File: src/common/gps_pins_pkg.sv
// Constants shared by the GPS module control pin logic.
package gps_pins_pkg;
    // ****************************************************************
    // Clock and timing
    // ****************************************************************
    localparam int unsigned CLK_HZ = 20000000;
    localparam int unsigned CLK_PERIOD_NS = 50;
    // Timing pulse default width in nanoseconds (4.2 us).
    localparam int unsigned PULSE_WIDTH_NS = 4200;
    localparam logic [31:0] PULSE_WIDTH_CYC = 32'((PULSE_WIDTH_NS + CLK_PERIOD_NS - 1)
                                                 / CLK_PERIOD_NS);
    // One second in clock cycles.
    localparam logic [31:0] SECOND_CYC = 32'(CLK_HZ);
    // Least hold of the external reset, in microseconds.
    localparam int unsigned EXT_RESET_MIN_US = 100;
    localparam logic [15:0] EXT_RESET_MIN_CYC = 16'(EXT_RESET_MIN_US * (CLK_HZ / 1000000));
    // Default baud rates.
    localparam int unsigned BAUD_A_DEFAULT = 38400;
    localparam int unsigned BAUD_B_DEFAULT = 4800;
    localparam logic [15:0] BAUD_DIV_A_RST = 16'(CLK_HZ / BAUD_A_DEFAULT);
    localparam logic [15:0] BAUD_DIV_B_RST = 16'(CLK_HZ / BAUD_B_DEFAULT);
    localparam int unsigned UART_DATA_BITS = 8;

    // ****************************************************************
    // Register map (byte addresses)
    // ****************************************************************
    localparam logic [7:0] REG_CTRL = 8'h00;
    localparam logic [7:0] REG_STATUS = 8'h04;
    localparam logic [7:0] REG_PULSE_WIDTH = 8'h08;
    localparam logic [7:0] REG_CABLE_DELAY = 8'h0c;
    localparam logic [7:0] REG_BAUD_A = 8'h10;
    localparam logic [7:0] REG_BAUD_B = 8'h14;
    localparam logic [7:0] REG_UART_A = 8'h18;
    localparam logic [7:0] REG_UART_B = 8'h1c;
    // Control fields.
    localparam int unsigned CTRL_POL_BIT = 0;
    localparam int unsigned CTRL_MODE_LSB = 1;
    localparam logic [2:0] CTRL_RST = 3'h0;
    // UART register fields.
    localparam int unsigned UART_BUSY_BIT = 8;
    localparam int unsigned UART_RXV_BIT = 9;

    // Antenna status codes.
    typedef enum logic [1:0] {
        ANT_NORMAL = 2'h0,
        ANT_OPEN = 2'h1,
        ANT_SHORT = 2'h2,
        ANT_UNDEF = 2'h3
    } ant_status_e;

    // Timing pulse modes.
    localparam logic [1:0] PULSE_MODE_ALWAYS = 2'h0;
    localparam logic [1:0] PULSE_MODE_OFF = 2'h1;
    localparam logic [1:0] PULSE_MODE_GATED = 2'h2;
endpackage

File: src/rtl/gps_uart.sv
// One 8N1 serial port with a programmable bit divider.
`timescale 1ns/1ns
module gps_uart #(
    parameter int DIV_W = 16
) (
    // Clock and reset.
    input wire logic ref_clk,
    input wire logic rst_n,
    // Bit divider in clock cycles.
    input wire logic [DIV_W-1:0] bit_div,
    // Transmit request.
    input wire logic tx_start,
    input wire logic [7:0] tx_data,
    output logic tx_busy,
    // Receive result.
    output logic [7:0] rx_data,
    output logic rx_valid,
    input wire logic rx_clear,
    // Pins; rxd must already be synchronised.
    input wire logic rxd,
    output logic txd
);
    logic [DIV_W-1:0] tx_cnt;
    logic [3:0] tx_bit;
    logic [9:0] tx_shift;
    logic [DIV_W-1:0] rx_cnt;
    logic [3:0] rx_bit;
    logic [8:0] rx_shift;
    logic rx_act;

    // Transmitter: start, eight data bits lsb first, one stop bit.
    always_ff @(posedge ref_clk or negedge rst_n) begin
        if (!rst_n) begin
            tx_busy <= 1'b0;
            txd <= 1'b1;
            tx_cnt <= '0;
            tx_bit <= 4'h0;
            tx_shift <= 10'h3ff;
        end else if (!tx_busy) begin
            if (tx_start) begin
                tx_busy <= 1'b1;
                txd <= 1'b0;
                tx_shift <= {1'b1, 1'b1, tx_data};
                tx_cnt <= bit_div;
                tx_bit <= 4'h9;
            end
        end else if (tx_cnt > 1) begin
            tx_cnt <= tx_cnt - 1'b1;
        end else if (tx_bit == 4'h0) begin
            tx_busy <= 1'b0;
        end else begin
            txd <= tx_shift[0];
            tx_shift <= {1'b1, tx_shift[9:1]};
            tx_cnt <= bit_div;
            tx_bit <= tx_bit - 1'b1;
        end
    end

    // Receiver samples mid-bit; a new byte wins over a clear.
    always_ff @(posedge ref_clk or negedge rst_n) begin
        if (!rst_n) begin
            rx_act <= 1'b0;
            rx_cnt <= '0;
            rx_bit <= 4'h0;
            rx_shift <= 9'h000;
            rx_data <= 8'h00;
            rx_valid <= 1'b0;
        end else begin
            if (rx_clear) begin
                rx_valid <= 1'b0;
            end
            if (!rx_act) begin
                if (!rxd) begin
                    rx_act <= 1'b1;
                    rx_cnt <= bit_div >> 1;
                    rx_bit <= 4'h0;
                end
            end else if (rx_cnt > 1) begin
                rx_cnt <= rx_cnt - 1'b1;
            end else begin
                rx_cnt <= bit_div;
                rx_shift <= {rxd, rx_shift[8:1]};
                rx_bit <= rx_bit + 1'b1;
                if (rx_bit == 4'h0 && rxd) begin
                    rx_act <= 1'b0; // False start bit.
                end else if (rx_bit == 4'h9) begin
                    rx_act <= 1'b0;
                    if (rxd) begin
                        rx_data <= rx_shift[8:1];
                        rx_valid <= 1'b1;
                    end
                end
            end
        end
    end
endmodule

File: src/rtl/gps_pins_ctrl.sv
// Pin control, antenna status, timing pulse and serial ports of the GPS module.
// Notes on behaviour
// - Run while run/standby input is high; standby while it is low.
// - Amplifier enable output low when running, high in standby.
// - Low on reset input resets the module.
// - Decode short/open: 11 open, 10 normal, 00 shorted, 01 undefined.
// - Short input pulled up, reads high when unconnected.
// - Floating open input reports antenna open.
// - Timing pulse once per second.
// - Positive pulse, default 4.2 us wide, width adjustable.
// - Host sets pulse polarity and cable delay offset.
// - Host selects timing pulse mode.
// - Two serial ports with software-set baud rates.
// - Fixed 8N1 frame, no flow control.
// - Defaults: 38400 baud primary, 4800 baud secondary.
`timescale 1ns/1ns
module gps_pins_ctrl #(
    parameter logic [31:0] SECOND_CYCLES = gps_pins_pkg::SECOND_CYC,
    parameter logic [15:0] EXT_RESET_CYCLES = gps_pins_pkg::EXT_RESET_MIN_CYC
) (
    // Clock and power-on reset.
    input wire logic ref_clk,
    input wire logic rst_n,
    // Control and antenna pins.
    input wire logic ext_reset_n,
    input wire logic run_standby,
    input wire logic ant_open,
    input wire logic ant_short,
    output logic ext_amp_enable_n,
    output logic pps,
    // Serial pins.
    input wire logic rxd_a,
    input wire logic rxd_b,
    output logic txd_a,
    output logic txd_b,
    // Status outputs.
    output logic standby,
    output logic [1:0] ant_status,
    // APB slave.
    input wire logic psel,
    input wire logic penable,
    input wire logic pwrite,
    input wire logic [7:0] paddr,
    input wire logic [31:0] pwdata,
    output logic [31:0] prdata,
    output logic pready,
    output logic pslverr
);
    // ****************************************************************
    // Input synchronisers
    // ****************************************************************
    logic [1:0] rst_sync, stby_sync, open_sync, short_sync, rxa_sync, rxb_sync;

    // Two stages for every pin; only stage [1] is read downstream.
    always_ff @(posedge ref_clk or negedge rst_n) begin
        if (!rst_n) begin
            rst_sync <= 2'b11;
            stby_sync <= 2'b11;
            open_sync <= 2'b11;
            short_sync <= 2'b11;
            rxa_sync <= 2'b11;
            rxb_sync <= 2'b11;
        end else begin
            rst_sync <= {rst_sync[0], ext_reset_n};
            stby_sync <= {stby_sync[0], run_standby};
            open_sync <= {open_sync[0], ant_open};
            short_sync <= {short_sync[0], ant_short};
            rxa_sync <= {rxa_sync[0], rxd_a};
            rxb_sync <= {rxb_sync[0], rxd_b};
        end
    end

    // ****************************************************************
    // External reset qualification
    // ****************************************************************
    // A low must last the minimum hold before it resets; glitches are ignored.
    logic [15:0] xrst_cnt;
    logic soft_rst;
    always_ff @(posedge ref_clk or negedge rst_n) begin
        if (!rst_n) begin
            xrst_cnt <= 16'h0000;
            soft_rst <= 1'b0;
        end else if (rst_sync[1]) begin
            xrst_cnt <= 16'h0000;
            soft_rst <= 1'b0;
        end else if (xrst_cnt >= EXT_RESET_CYCLES - 16'h0001) begin
            soft_rst <= 1'b1;
        end else begin
            xrst_cnt <= xrst_cnt + 16'h0001;
        end
    end

    // ****************************************************************
    // Run/standby and amplifier enable
    // ****************************************************************
    always_ff @(posedge ref_clk or negedge rst_n) begin
        if (!rst_n) begin
            standby <= 1'b0;
            ext_amp_enable_n <= 1'b0;
        end else begin
            standby <= ~stby_sync[1];
            ext_amp_enable_n <= ~stby_sync[1];
        end
    end

    // ****************************************************************
    // Antenna status
    // ****************************************************************
    // Pad pull-up on short, and an unconnected open pin floats high.
    logic [1:0] next_ant;
    always_comb begin
        unique case ({short_sync[1], open_sync[1]})
            2'b11: next_ant = gps_pins_pkg::ANT_OPEN;
            2'b10: next_ant = gps_pins_pkg::ANT_NORMAL;
            2'b00: next_ant = gps_pins_pkg::ANT_SHORT;
            2'b01: next_ant = gps_pins_pkg::ANT_UNDEF;
        endcase
    end
    always_ff @(posedge ref_clk or negedge rst_n) begin
        if (!rst_n) begin
            ant_status <= gps_pins_pkg::ANT_OPEN;
        end else begin
            ant_status <= next_ant;
        end
    end

    // ****************************************************************
    // Register file
    // ****************************************************************
    logic [2:0] ctrl;
    logic [31:0] pulse_width, cable_delay;
    logic [15:0] baud_a, baud_b;
    logic wr_en, rd_en, tx_a_go, tx_b_go, clr_a, clr_b;
    logic tx_a_busy, tx_b_busy, rx_a_valid, rx_b_valid;
    logic [7:0] rx_a_data, rx_b_data;
    logic addr_ok;

    assign wr_en = psel & penable & pwrite;
    assign rd_en = psel & penable & ~pwrite;
    assign addr_ok = (paddr[1:0] == 2'b00) && (paddr <= gps_pins_pkg::REG_UART_B);
    assign tx_a_go = wr_en && paddr == gps_pins_pkg::REG_UART_A;
    assign tx_b_go = wr_en && paddr == gps_pins_pkg::REG_UART_B;
    // Only a read that returned the byte clears it, so a byte landing after setup is kept.
    assign clr_a = rd_en && paddr == gps_pins_pkg::REG_UART_A &&
                   prdata[gps_pins_pkg::UART_RXV_BIT];
    assign clr_b = rd_en && paddr == gps_pins_pkg::REG_UART_B &&
                   prdata[gps_pins_pkg::UART_RXV_BIT];

    // Writable settings; the external reset restores them as well.
    always_ff @(posedge ref_clk or negedge rst_n) begin
        if (!rst_n) begin
            ctrl <= gps_pins_pkg::CTRL_RST;
            pulse_width <= gps_pins_pkg::PULSE_WIDTH_CYC;
            cable_delay <= 32'h0000_0000;
            baud_a <= gps_pins_pkg::BAUD_DIV_A_RST;
            baud_b <= gps_pins_pkg::BAUD_DIV_B_RST;
        end else if (soft_rst) begin
            ctrl <= gps_pins_pkg::CTRL_RST;
            pulse_width <= gps_pins_pkg::PULSE_WIDTH_CYC;
            cable_delay <= 32'h0000_0000;
            baud_a <= gps_pins_pkg::BAUD_DIV_A_RST;
            baud_b <= gps_pins_pkg::BAUD_DIV_B_RST;
        end else if (wr_en) begin
            unique case (paddr)
                gps_pins_pkg::REG_CTRL: ctrl <= pwdata[2:0];
                gps_pins_pkg::REG_PULSE_WIDTH: pulse_width <= pwdata;
                gps_pins_pkg::REG_CABLE_DELAY: cable_delay <= pwdata;
                gps_pins_pkg::REG_BAUD_A: baud_a <= pwdata[15:0];
                gps_pins_pkg::REG_BAUD_B: baud_b <= pwdata[15:0];
                default: ;
            endcase
        end
    end

    // Single wait-free access: ready in every access phase.
    always_ff @(posedge ref_clk or negedge rst_n) begin
        if (!rst_n) begin
            prdata <= 32'h0000_0000;
            pready <= 1'b0;
            pslverr <= 1'b0;
        end else begin
            pready <= psel & ~penable;
            pslverr <= psel & ~penable & ~addr_ok;
            prdata <= 32'h0000_0000;
            if (psel && !penable && !pwrite) begin
                unique case (paddr)
                    gps_pins_pkg::REG_CTRL: prdata <= {29'h0, ctrl};
                    gps_pins_pkg::REG_STATUS: prdata <= {29'h0, standby, ant_status};
                    gps_pins_pkg::REG_PULSE_WIDTH: prdata <= pulse_width;
                    gps_pins_pkg::REG_CABLE_DELAY: prdata <= cable_delay;
                    gps_pins_pkg::REG_BAUD_A: prdata <= {16'h0, baud_a};
                    gps_pins_pkg::REG_BAUD_B: prdata <= {16'h0, baud_b};
                    gps_pins_pkg::REG_UART_A: prdata <= {22'h0, rx_a_valid, tx_a_busy, rx_a_data};
                    gps_pins_pkg::REG_UART_B: prdata <= {22'h0, rx_b_valid, tx_b_busy, rx_b_data};
                    default: prdata <= 32'h0000_0000;
                endcase
            end
        end
    end

    // ****************************************************************
    // Timing pulse
    // ****************************************************************
    // Epoch counter runs even in standby so time is kept, but no pulse leaves.
    logic [31:0] sec_cnt, hi_cnt;
    logic pulse_on, epoch;
    logic [1:0] mode;
    assign mode = ctrl[gps_pins_pkg::CTRL_MODE_LSB +: 2];
    assign epoch = (sec_cnt == (cable_delay % SECOND_CYCLES));

    always_ff @(posedge ref_clk or negedge rst_n) begin
        if (!rst_n) begin
            sec_cnt <= 32'h0000_0000;
        end else if (soft_rst || sec_cnt >= SECOND_CYCLES - 32'h1) begin
            sec_cnt <= 32'h0000_0000;
        end else begin
            sec_cnt <= sec_cnt + 32'h1;
        end
    end

    // Cable delay shifts the pulse within the second; mode gates it.
    always_ff @(posedge ref_clk or negedge rst_n) begin
        if (!rst_n) begin
            pulse_on <= 1'b0;
            hi_cnt <= 32'h0000_0000;
        end else if (soft_rst) begin
            pulse_on <= 1'b0;
            hi_cnt <= 32'h0000_0000;
        end else if (epoch && mode != gps_pins_pkg::PULSE_MODE_OFF && !standby &&
                     (mode != gps_pins_pkg::PULSE_MODE_GATED ||
                      ant_status == gps_pins_pkg::ANT_NORMAL)) begin
            pulse_on <= (pulse_width != 32'h0);
            hi_cnt <= pulse_width;
        end else if (hi_cnt > 32'h1) begin
            hi_cnt <= hi_cnt - 32'h1;
        end else begin
            pulse_on <= 1'b0;
            hi_cnt <= 32'h0000_0000;
        end
    end

    always_ff @(posedge ref_clk or negedge rst_n) begin
        if (!rst_n) begin
            pps <= 1'b0;
        end else begin
            pps <= pulse_on ^ ctrl[gps_pins_pkg::CTRL_POL_BIT];
        end
    end

    // ****************************************************************
    // Serial ports
    // ****************************************************************
    logic uart_rst_n;
    logic txa_w, txb_w;
    assign uart_rst_n = rst_n & ~soft_rst;

    gps_uart #(.DIV_W(16)) u_uart_a (
        .ref_clk(ref_clk),
        .rst_n(uart_rst_n),
        .bit_div(baud_a),
        .tx_start(tx_a_go),
        .tx_data(pwdata[7:0]),
        .tx_busy(tx_a_busy),
        .rx_data(rx_a_data),
        .rx_valid(rx_a_valid),
        .rx_clear(clr_a),
        .rxd(rxa_sync[1]),
        .txd(txa_w)
    );

    gps_uart #(.DIV_W(16)) u_uart_b (
        .ref_clk(ref_clk),
        .rst_n(uart_rst_n),
        .bit_div(baud_b),
        .tx_start(tx_b_go),
        .tx_data(pwdata[7:0]),
        .tx_busy(tx_b_busy),
        .rx_data(rx_b_data),
        .rx_valid(rx_b_valid),
        .rx_clear(clr_b),
        .rxd(rxb_sync[1]),
        .txd(txb_w)
    );

    // Output flops on the serial lines keep every port registered here.
    always_ff @(posedge ref_clk or negedge rst_n) begin
        if (!rst_n) begin
            txd_a <= 1'b1;
            txd_b <= 1'b1;
        end else begin
            txd_a <= txa_w;
            txd_b <= txb_w;
        end
    end

    // ****************************************************************
    // Assertions
    // ****************************************************************
    property p_amp_follows;
        @(posedge ref_clk) disable iff (!rst_n)
        $rose(stby_sync[1]) |=> !ext_amp_enable_n && !standby;
    endproperty
    a_amp_follows: assert property (p_amp_follows) else $error("amp enable wrong");

    property p_standby;
        @(posedge ref_clk) disable iff (!rst_n)
        !stby_sync[1] |=> standby;
    endproperty
    a_standby: assert property (p_standby) else $error("standby not entered");

    property p_ant_decode;
        @(posedge ref_clk) disable iff (!rst_n)
        (short_sync[1] && !open_sync[1]) |=> ant_status == gps_pins_pkg::ANT_NORMAL;
    endproperty
    a_ant_decode: assert property (p_ant_decode) else $error("antenna decode wrong");

    property p_ant_open;
        @(posedge ref_clk) disable iff (!rst_n)
        (short_sync[1] && open_sync[1]) |=> ant_status == gps_pins_pkg::ANT_OPEN;
    endproperty
    a_ant_open: assert property (p_ant_open) else $error("open not reported");

    property p_sync;
        @(posedge ref_clk) disable iff (!rst_n)
        1'b1 |=> stby_sync[1] == $past(stby_sync[0]);
    endproperty
    a_sync: assert property (p_sync) else $error("sync stage skipped");

    property p_xrst;
        @(posedge ref_clk) disable iff (!rst_n)
        soft_rst |-> !$past(rst_sync[1]) && xrst_cnt >= EXT_RESET_CYCLES - 16'h0001;
    endproperty
    a_xrst: assert property (p_xrst) else $error("early external reset");

    property p_pulse_start;
        @(posedge ref_clk) disable iff (!rst_n || soft_rst)
        $rose(pulse_on) |-> hi_cnt == $past(pulse_width);
    endproperty
    a_pulse_start: assert property (p_pulse_start) else $error("pulse width load wrong");

    property p_pulse_pol;
        @(posedge ref_clk) disable iff (!rst_n)
        1'b1 |=> pps == ($past(pulse_on) ^ $past(ctrl[gps_pins_pkg::CTRL_POL_BIT]));
    endproperty
    a_pulse_pol: assert property (p_pulse_pol) else $error("pulse polarity wrong");

    property p_mode_off;
        @(posedge ref_clk) disable iff (!rst_n)
        (mode == gps_pins_pkg::PULSE_MODE_OFF && !pulse_on) |=> !pulse_on;
    endproperty
    a_mode_off: assert property (p_mode_off) else $error("pulse in off mode");
endmodule

File: config.mk
export PLATFORM = sky130hd
export DESIGN_NAME = gps_pins_ctrl
export DESIGN_NICKNAME = d
export VERILOG_FILES = /design/src/common/gps_pins_pkg.sv /design/src/rtl/gps_uart.sv /design/src/rtl/gps_pins_ctrl.sv
export SDC_FILE = /design/constraint.sdc
export NUM_CORES = 1
export LEC_CHECK = 0
export BUFFER_PORTS_ARGS = -buffer_cell sky130_fd_sc_hd__buf_4
export CORE_UTILIZATION = 51
export DETAILED_ROUTE_END_ITERATION = 10
export GPL_ROUTABILITY_DRIVEN = 0
export GPL_TIMING_DRIVEN = 0
export PLACE_DENSITY = 0.68
export SLEW_MARGIN = 20
export SYNTH_ARGS = -nofsm -noshare
export SYNTH_HDL_FRONTEND = slang
export SYNTH_SLANG_ARGS = --single-unit
File: constraint.sdc
create_clock -name ref_clk -period 22.6 [get_ports ref_clk]
set_input_delay 0 -clock ref_clk [delete_from_list [all_inputs] [get_ports ref_clk]]
set_output_delay 0 -clock ref_clk [all_outputs]
set_load 0.02 [all_outputs]
==> impl_metrics.env, run 1 <==
export IMPL_power_ir_vdd_worst_mv=0.0692
export IMPL_die_width_um=224
export IMPL_h_tree_level_count=2
export IMPL_cap_viol_max_count=0
export IMPL_slew_violations=0
export IMPL_skew_ns=0.0272
export IMPL_power_per_cell_area_nw_per_um2=66.1
export IMPL_category_of_the_critical_setup_timing_path="flip-flop to flip-flop"
export IMPL_drt_pass1_iter_count=6
export IMPL_r2r_cells=42
export IMPL_route_detailed_drc=0
export IMPL_postCtsHoldBufs=52
export IMPL_area_growth_pct=14.7
export IMPL_worstReg2RegStart="cable_delay[26]"
export IMPL_filler_cell_count=4191
export IMPL_yosysTopAreaCell="dfrtp_1"
export IMPL_critical_path_cell_count=42
export IMPL_grt_pass1_wl_um=128000
export IMPL_cts_sink_count=369
export IMPL_timing_critical_path_buf_inv=8
export IMPL_slew_limit_headroom_pct=25.5
export IMPL_avgRoutedWirePerCell_um=20.7
export IMPL_synth_distinct_cells=127
export IMPL_crit_startpoint="cable_delay[26]"
export IMPL_internal_power_mw=1.32
export IMPL_critical_path_reg2reg_endpoint="hi_cnt[17]"
export IMPL_grt_overall_usage_pct=31.8
export IMPL_netSwitchingFraction_pct=30.7
export IMPL_boundaryPins=92
export IMPL_unrepaired_setup_endpoints_after_global_routing="false"
export IMPL_crit_path_frequent_cell="buf_2"
export IMPL_number_of_enable_type_register_cells_in_the_synthesized_netlist=0
export IMPL_die_height_um=224
export IMPL_critical_path_arrival_ns=12.89
export IMPL_grt_pass1_vias=23400
export IMPL_cts_max_path_buffers=3
export IMPL_finalHoldViolCount=0
export IMPL_total_grt_overflow=0
export IMPL_crit_slowest_cell="o21ai_0"
export IMPL_synth_sequential_area_ratio_pct=37.1
export IMPL_top_area_cell_type_share_of_the_netlist_area_pct=32.7
export IMPL_grt_max_degree=101
export IMPL_clk_pin_slew_worst_paths_ns=0.06
export IMPL_fin_setup_tns_ns=0
export IMPL_routed_wl_um=79900
export IMPL_path_max_fanout=10
export IMPL_critPathTopFamily="compound AO/OA/AOI/OAI gates"
export IMPL_synth_commonest_cells="nand2_1 (454), dfrtp_1 (327), nor2_1 (279)"
export IMPL_cts_resized=0
export IMPL_clkPwrFrac_pct=38.7
export IMPL_fmax_mhz=80.6
export IMPL_final_net_count=3277
export IMPL_worst_setup_ep_type="flip-flop"
export IMPL_number_of_endpoints_failing_setup_at_the_final_stage=0
export IMPL_r2r_setup_slack_ns=10.19
export IMPL_holdCritPathClass="input pin to flip-flop"
export IMPL_period_share_pct=54.9
export IMPL_grt_antenna_before_repair=1
export IMPL_tritoncts="done"
export IMPL_post_synth_top_count_cell="nand2_1"
export IMPL_clk_root_buffer_cell="clkbuf_16"
export IMPL_crit_end="hi_cnt[17]"
export IMPL_antenna_violating_nets_post_route=0
export IMPL_floorplan_die_area_um2=50000
export IMPL_drt_initial_drc_count=2559
export IMPL_synthesis_yosys_warnings=0
export IMPL_power_leakage_nw=12.0
export IMPL_timing_critical_path_from_type="flip-flop"
export IMPL_synth_ff_latch_count=369
export IMPL_syn_area_um2=25000
export IMPL_cts_setup_buffers=0
export IMPL_regArea_um2=9290
export IMPL_multi_input_area_um2=14700
export IMPL_ys_flop_type="dfrtp_1"
export IMPL_post_synth_main_area_contributors="dfrtp_1 (33%), nand2_1 (6.8%), a21oi_1 (5.1%)"
export IMPL_power_switching_uw=582
export IMPL_clk_latency_ns=0.59
export IMPL_share_of_async_settable_or_async_resettable_flops_after_synthesis_pct=100
export IMPL_core_region_area_um2=48000
export IMPL_share_comb_of_total_power_pct=20.2
export IMPL_final_min_clock_period_ns=12.41
export IMPL_cp_data_required_time_ns=23.08
export IMPL_finalCoreUtilization_pct=59.8
export IMPL_num_vias=24500
export IMPL_dp_hpwl_um=58400
export IMPL_power_sequential_fraction_pct=41.2
export IMPL_critical_path_max_stage_delay_ns=0.65
export IMPL_io_buffer_count=91
export IMPL_initial_utilization_pct=52.1
export IMPL_holdPathStages=2
export IMPL_cts_buffers_inserted=42
export IMPL_synthesis_area_per_instance_um2=8.33
export IMPL_status="complete, no violations"
export IMPL_drive_gt1_share_pct=11.8
export IMPL_vias_per_cell=6.34
export IMPL_placement_rows=80
export IMPL_timing_worst_slew_pin_value_ns=1.11
export IMPL_cells_after_synthesis=3006
[layout by cell type (no fill, tap or decap), types with 11 or more instances in the layout]
cell type,Yosys,final
or2_2,16,16
a211oi_1,28,28
nor4_1,43,43
ha_1,20,20
inv_1,55,55
nor3_1,74,74
a41o_1,20,20
nand4_1,26,26
dfrtp_1,327,327
clkbuf_16,0,44
o22ai_1,14,14
xnor2_1,119,119
mux2_2,38,38
o21ai_1,13,13
or3_1,19,19
xor2_1,78,78
nand2b_1,15,15
clkbuf_1,143,152
a211o_1,13,13
mux2i_1,82,82
nand3_1,96,96
o31ai_1,14,14
a21oi_1,255,255
a21o_1,16,16
nor2b_1,18,17
o211ai_1,46,46
a31oi_1,27,27
nor2_1,279,279
buf_1,11,11
buf_2,24,24
a221oi_1,13,13
a22oi_1,64,64
and3_1,32,32
and2_1,18,18
o21ai_0,187,187
buf_4,18,108
dlygate4sd3_1,0,51
dfstp_2,42,42
nand2_1,454,454
[worst min path at each step]
stage / from / endpoint / slack (ns)
floorplan: rst_n / ant_status[1] / -0.30
global placement: rxd_a / rxa_sync[0] / 0.11
detailed placement: rst_n / baud_a[6] / -0.005
CTS: paddr[6] / u_uart_a.rx_valid / 0.04
global route: rxd_a / rxa_sync[0] / 0.07
finish: rxd_a / rxa_sync[0] / 0.07
[power by group through the flow]
stage | logic (mW) | registers (mW) | clock network, mW
detailed placement | 0.365 | 0.790 | 0
CTS | 0.376 | 0.780 | 0.741
global route | 0.423 | 0.789 | 0.767
floorplan | 0.270 | 0.775 | 0
global placement | 0.350 | 0.787 | 0
finish | 0.383 | 0.782 | 0.735
[registers in the layout, summed over array words and instances (netlist names), 8 cells and up]
name,cells
u_uart_b.rx_shift,8
prdata,32
hi_cnt,32
cable_delay,32
u_uart_b.rx_data,8
baud_b,16
u_uart_a.tx_shift,8
u_uart_a.tx_cnt,16
u_uart_a.rx_cnt,16
u_uart_a.rx_data,8
xrst_cnt,16
u_uart_b.tx_cnt,16
baud_a,16
u_uart_a.rx_shift,8
u_uart_b.rx_cnt,16
sec_cnt,32
pulse_width,32
u_uart_b.tx_shift,8
[logic make-up after synthesis]
logic type	count (synthesis)	share of synthesized area, %
xor gates and xnor gates	202	7.24
and+or+nand+nor	1161	21.6
buffers and inverters	255	4.24
DFF	369	37.1
muxes	125	5.36
other	1	0.0150
adders and majority gates	25	1.20
AOI/OAI and AO/OA	868	23.3
[metal layers]
metal  up-vias  GRT usage, %  wire length, um
li1      11200             -                -
met1     11900          42.9            33700
met2      1067          51.1            36900
met3       218          4.53             5940
met4         0          13.8             3320
met5         -             0                0
[final cells by class]
| type | instances | area share, % |
|---|---|---|
| clock inverters | 18 | 0.871 |
| clock buffers | 60 | 4.29 |
| plain buffers | 197 | 2.94 |
| multi-input cells | 2388 | 51.3 |
| repair buffers | 150 | 4.84 |
| flip-flops and latches | 369 | 32.3 |
| inverters | 58 | 0.758 |
| diodes | 1 | 0.00871 |
| well taps | 615 | 2.68 |
[worst register-to-register path, delay by kind of cell, from the launching register on]
family,cells,cell delay [ns]
AO/OA/AOI/OAI,28,7.76
XOR/XNOR,2,0.55
buffers and inverters,8,2.43
flip-flops,1,0.48
multiplexers,1,0.33
AND/OR/NAND/NOR,3,0.74
[through the flow]
stage	area, um2	hold slack, ns	worst slack [ns]	power [mW]	std cells
after floorplan	25100	-0.296	13.04	1.05	3012
after global routing	28700	0.0676	9.40	1.98	3856
after CTS	28700	0.0405	10.58	1.90	3855
after global placement	26500	0.108	8.44	1.14	3718
final	28700	0.0679	10.19	1.90	3856
after detailed placement	26700	-0.00510	10.62	1.15	3725
Power figures use the tool's default switching activity.
==> run 2, diff against run 1 <==
- clock period: 22.6 -> 12.42 ns (I/O delays scaled with it)
==> run 2 against run 1 <==
Clock power up 82%; sequential cell count stayed put; core utilization grew 0.20 points; global-route usage unchanged; cell count about the same; critical path type unchanged; critical endpoint is now hi_cnt[27].
==> impl_metrics.env, run 2 (synthesis gave the netlist of run 1 again) <==
export IMPL_layout_cells_non_filler=3859
export IMPL_crit_path_frequent_cell="buf_2"
export IMPL_cp_data_required_time_ns=12.89
export IMPL_slew_limit_headroom_pct=24.1
export IMPL_most_common_layout_cells="nand2_1 (454), dfrtp_1 (327), nor2_1 (278)"
export IMPL_num_vias=24400
export IMPL_route_detailed_drc=0
export IMPL_grt_max_degree=101
export IMPL_r2r_setup_slack_ns=0.62
export IMPL_end_point_of_the_worst_hold_path="rxa_sync[0]"
export IMPL_cts_buffers_inserted=42
export IMPL_number_of_endpoints_failing_setup_at_the_final_stage=0
export IMPL_fin_setup_tns_ns=0
export IMPL_final_net_count=3279
export IMPL_grt_pass1_wl_um=128000
export IMPL_detailed_place_area_um2=26700
export IMPL_slew_violations=0
export IMPL_dp_hpwl_um=58400
export IMPL_die_height_um=224
export IMPL_route_layer_met1_wl_um=33700
export IMPL_io_buffer_count=91
export IMPL_core_region_area_um2=48000
export IMPL_vias_per_cell=6.33
export IMPL_met3WireLength_um=6020
export IMPL_crit_slowest_cell="a2111oi_1"
export IMPL_drt_pass1_iter_count=6
export IMPL_critical_path_reg2reg_endpoint="hi_cnt[27]"
export IMPL_critical_path_arrival_ns=12.27
export IMPL_avgRoutedWirePerCell_um=20.7
export IMPL_floorplan_die_area_um2=50000
export IMPL_die_width_um=224
export IMPL_worst_setup_ep_type="flip-flop"
export IMPL_period_share_pct=95.0
export IMPL_worstReg2RegStart="cable_delay[15]"
export IMPL_met2RoutedLength_um=37000
export IMPL_boundaryPins=92
export IMPL_grt_antenna_before_repair=1
export IMPL_drt_initial_drc_count=2521
export IMPL_post_place_cells=3725
export IMPL_clk_root_buffer_cell="clkbuf_16"
export IMPL_design_area_um2=28800
export IMPL_status="complete, no violations"
export IMPL_holdPathStages=2
export IMPL_dr_max_layer_used="met4"
export IMPL_antenna_violating_nets_post_route=0
export IMPL_clk_pin_slew_worst_paths_ns=0.06
export IMPL_power_ir_vdd_worst_mv=0.126
export IMPL_unrepaired_setup_endpoints_after_global_routing="false"
export IMPL_initial_utilization_pct=52.1
export IMPL_layout_commonest_cell="nand2_1"
export IMPL_area_growth_pct=15.1
export IMPL_fmax_mhz=84.7
export IMPL_placement_rows=80
export IMPL_cap_viol_max_count=0
export IMPL_h_tree_level_count=2
export IMPL_tritoncts="done"
export IMPL_holdCritPathClass="input pin to flip-flop"
export IMPL_power_per_cell_area_nw_per_um2=120
export IMPL_total_grt_overflow=0
export IMPL_drive_gt1_share_pct=12.2
export IMPL_final_min_clock_period_ns=11.80
export IMPL_timing_critical_path_from_type="flip-flop"
export IMPL_skew_ns=0.0269
export IMPL_critical_path_max_stage_delay_ns=0.53
export IMPL_path_max_fanout=10
export IMPL_grt_overall_usage_pct=31.8
export IMPL_min_delay_start="rxd_a"
export IMPL_clk_latency_ns=0.59
export IMPL_category_of_the_critical_setup_timing_path="flip-flop to flip-flop"
export IMPL_cts_max_path_buffers=3
export IMPL_timing_worst_slew_pin_value_ns=1.13
export IMPL_power_leakage_nw=12.0
export IMPL_grt_pass1_vias=23400
export IMPL_cts_sink_count=369
export IMPL_routed_wl_um=80000
export IMPL_finalHoldViolCount=0
export IMPL_r2r_cells=45
## run 2: cell types whose count changed in the layout (fill, tap and decap cells not counted), moves of 2 or more
cell and delta:
buf_4 +2, clkbuf_1 -2, clkbuf_2 +2, xnor2_1 -2, xnor2_2 +2
## run 2: worst max-delay path, delay by kind of cell (launching register included)
kind	cells	cell delay, ns
buffers and inverters	11	2.76
AND/OR/NAND/NOR	3	0.60
multiplexers	1	0.27
flip-flops	1	0.42
AO/OA/AOI/OAI	30	7.66
## run 2: cell type report
type / instances / area (um2)
repair buffers: 152 / 1410
clock inverters: 18 / 250
fillers: 4183 / 19200
flip-flops and latches: 369 / 9290
well taps: 615 / 769
multi-input cells: 2388 / 14800
plain buffers: 197 / 847
diodes: 2 / 5.00
inverters: 58 / 218
clock buffers: 60 / 1230
## run 2: worst max path at each step
| stage | startpoint | end | cells past startpoint |
|---|---|---|---|
| after global routing | cable_delay[22] | hi_cnt[20] | 43 |
| final | cable_delay[15] | hi_cnt[27] | 45 |
| after detailed placement | cable_delay[26] | hi_cnt[17] | 42 |
| after CTS | cable_delay[26] | hi_cnt[17] | 42 |
| after global placement | rst_n | u_uart_b.rx_bit[2] | 2 |
| after floorplan | cable_delay[26] | hi_cnt[20] | 43 |
## run 2: per-layer routing
layer	vias up	global-route usage (%)
met4	0	13.8
met3	213	4.53
met2	1067	51.1
met1	11900	42.9
met5	-	0
li1	11200	-
## run 2: metrics by stage
stage	hold slack (ns)	utilization, %	setup slack, ns	power [mW]
finish	0.0667	60.0	0.618	3.46
floorplan	-0.296	-	2.86	1.90
global route	0.0676	60.0	0.0419	3.60
CTS	0.0405	59.8	0.396	3.45
global placement	0.108	55.2	-1.74	2.07
detailed placement	-0.00510	55.6	0.443	2.10
## run 2: timing repair
action	in CTS	in global routing
hold endpoints to repair	261	0
setup endpoints to repair	0	33
hold buffers	52	0
gates resized for setup	0	19
buffers inserted	0	2
## run 2: report_power, final
part	switching [mW]	leakage [nW]	internal (mW)
Clock	0.536	0.725	0.801
Sequential	0.106	4.81	1.32
Combinational	0.419	6.49	0.280
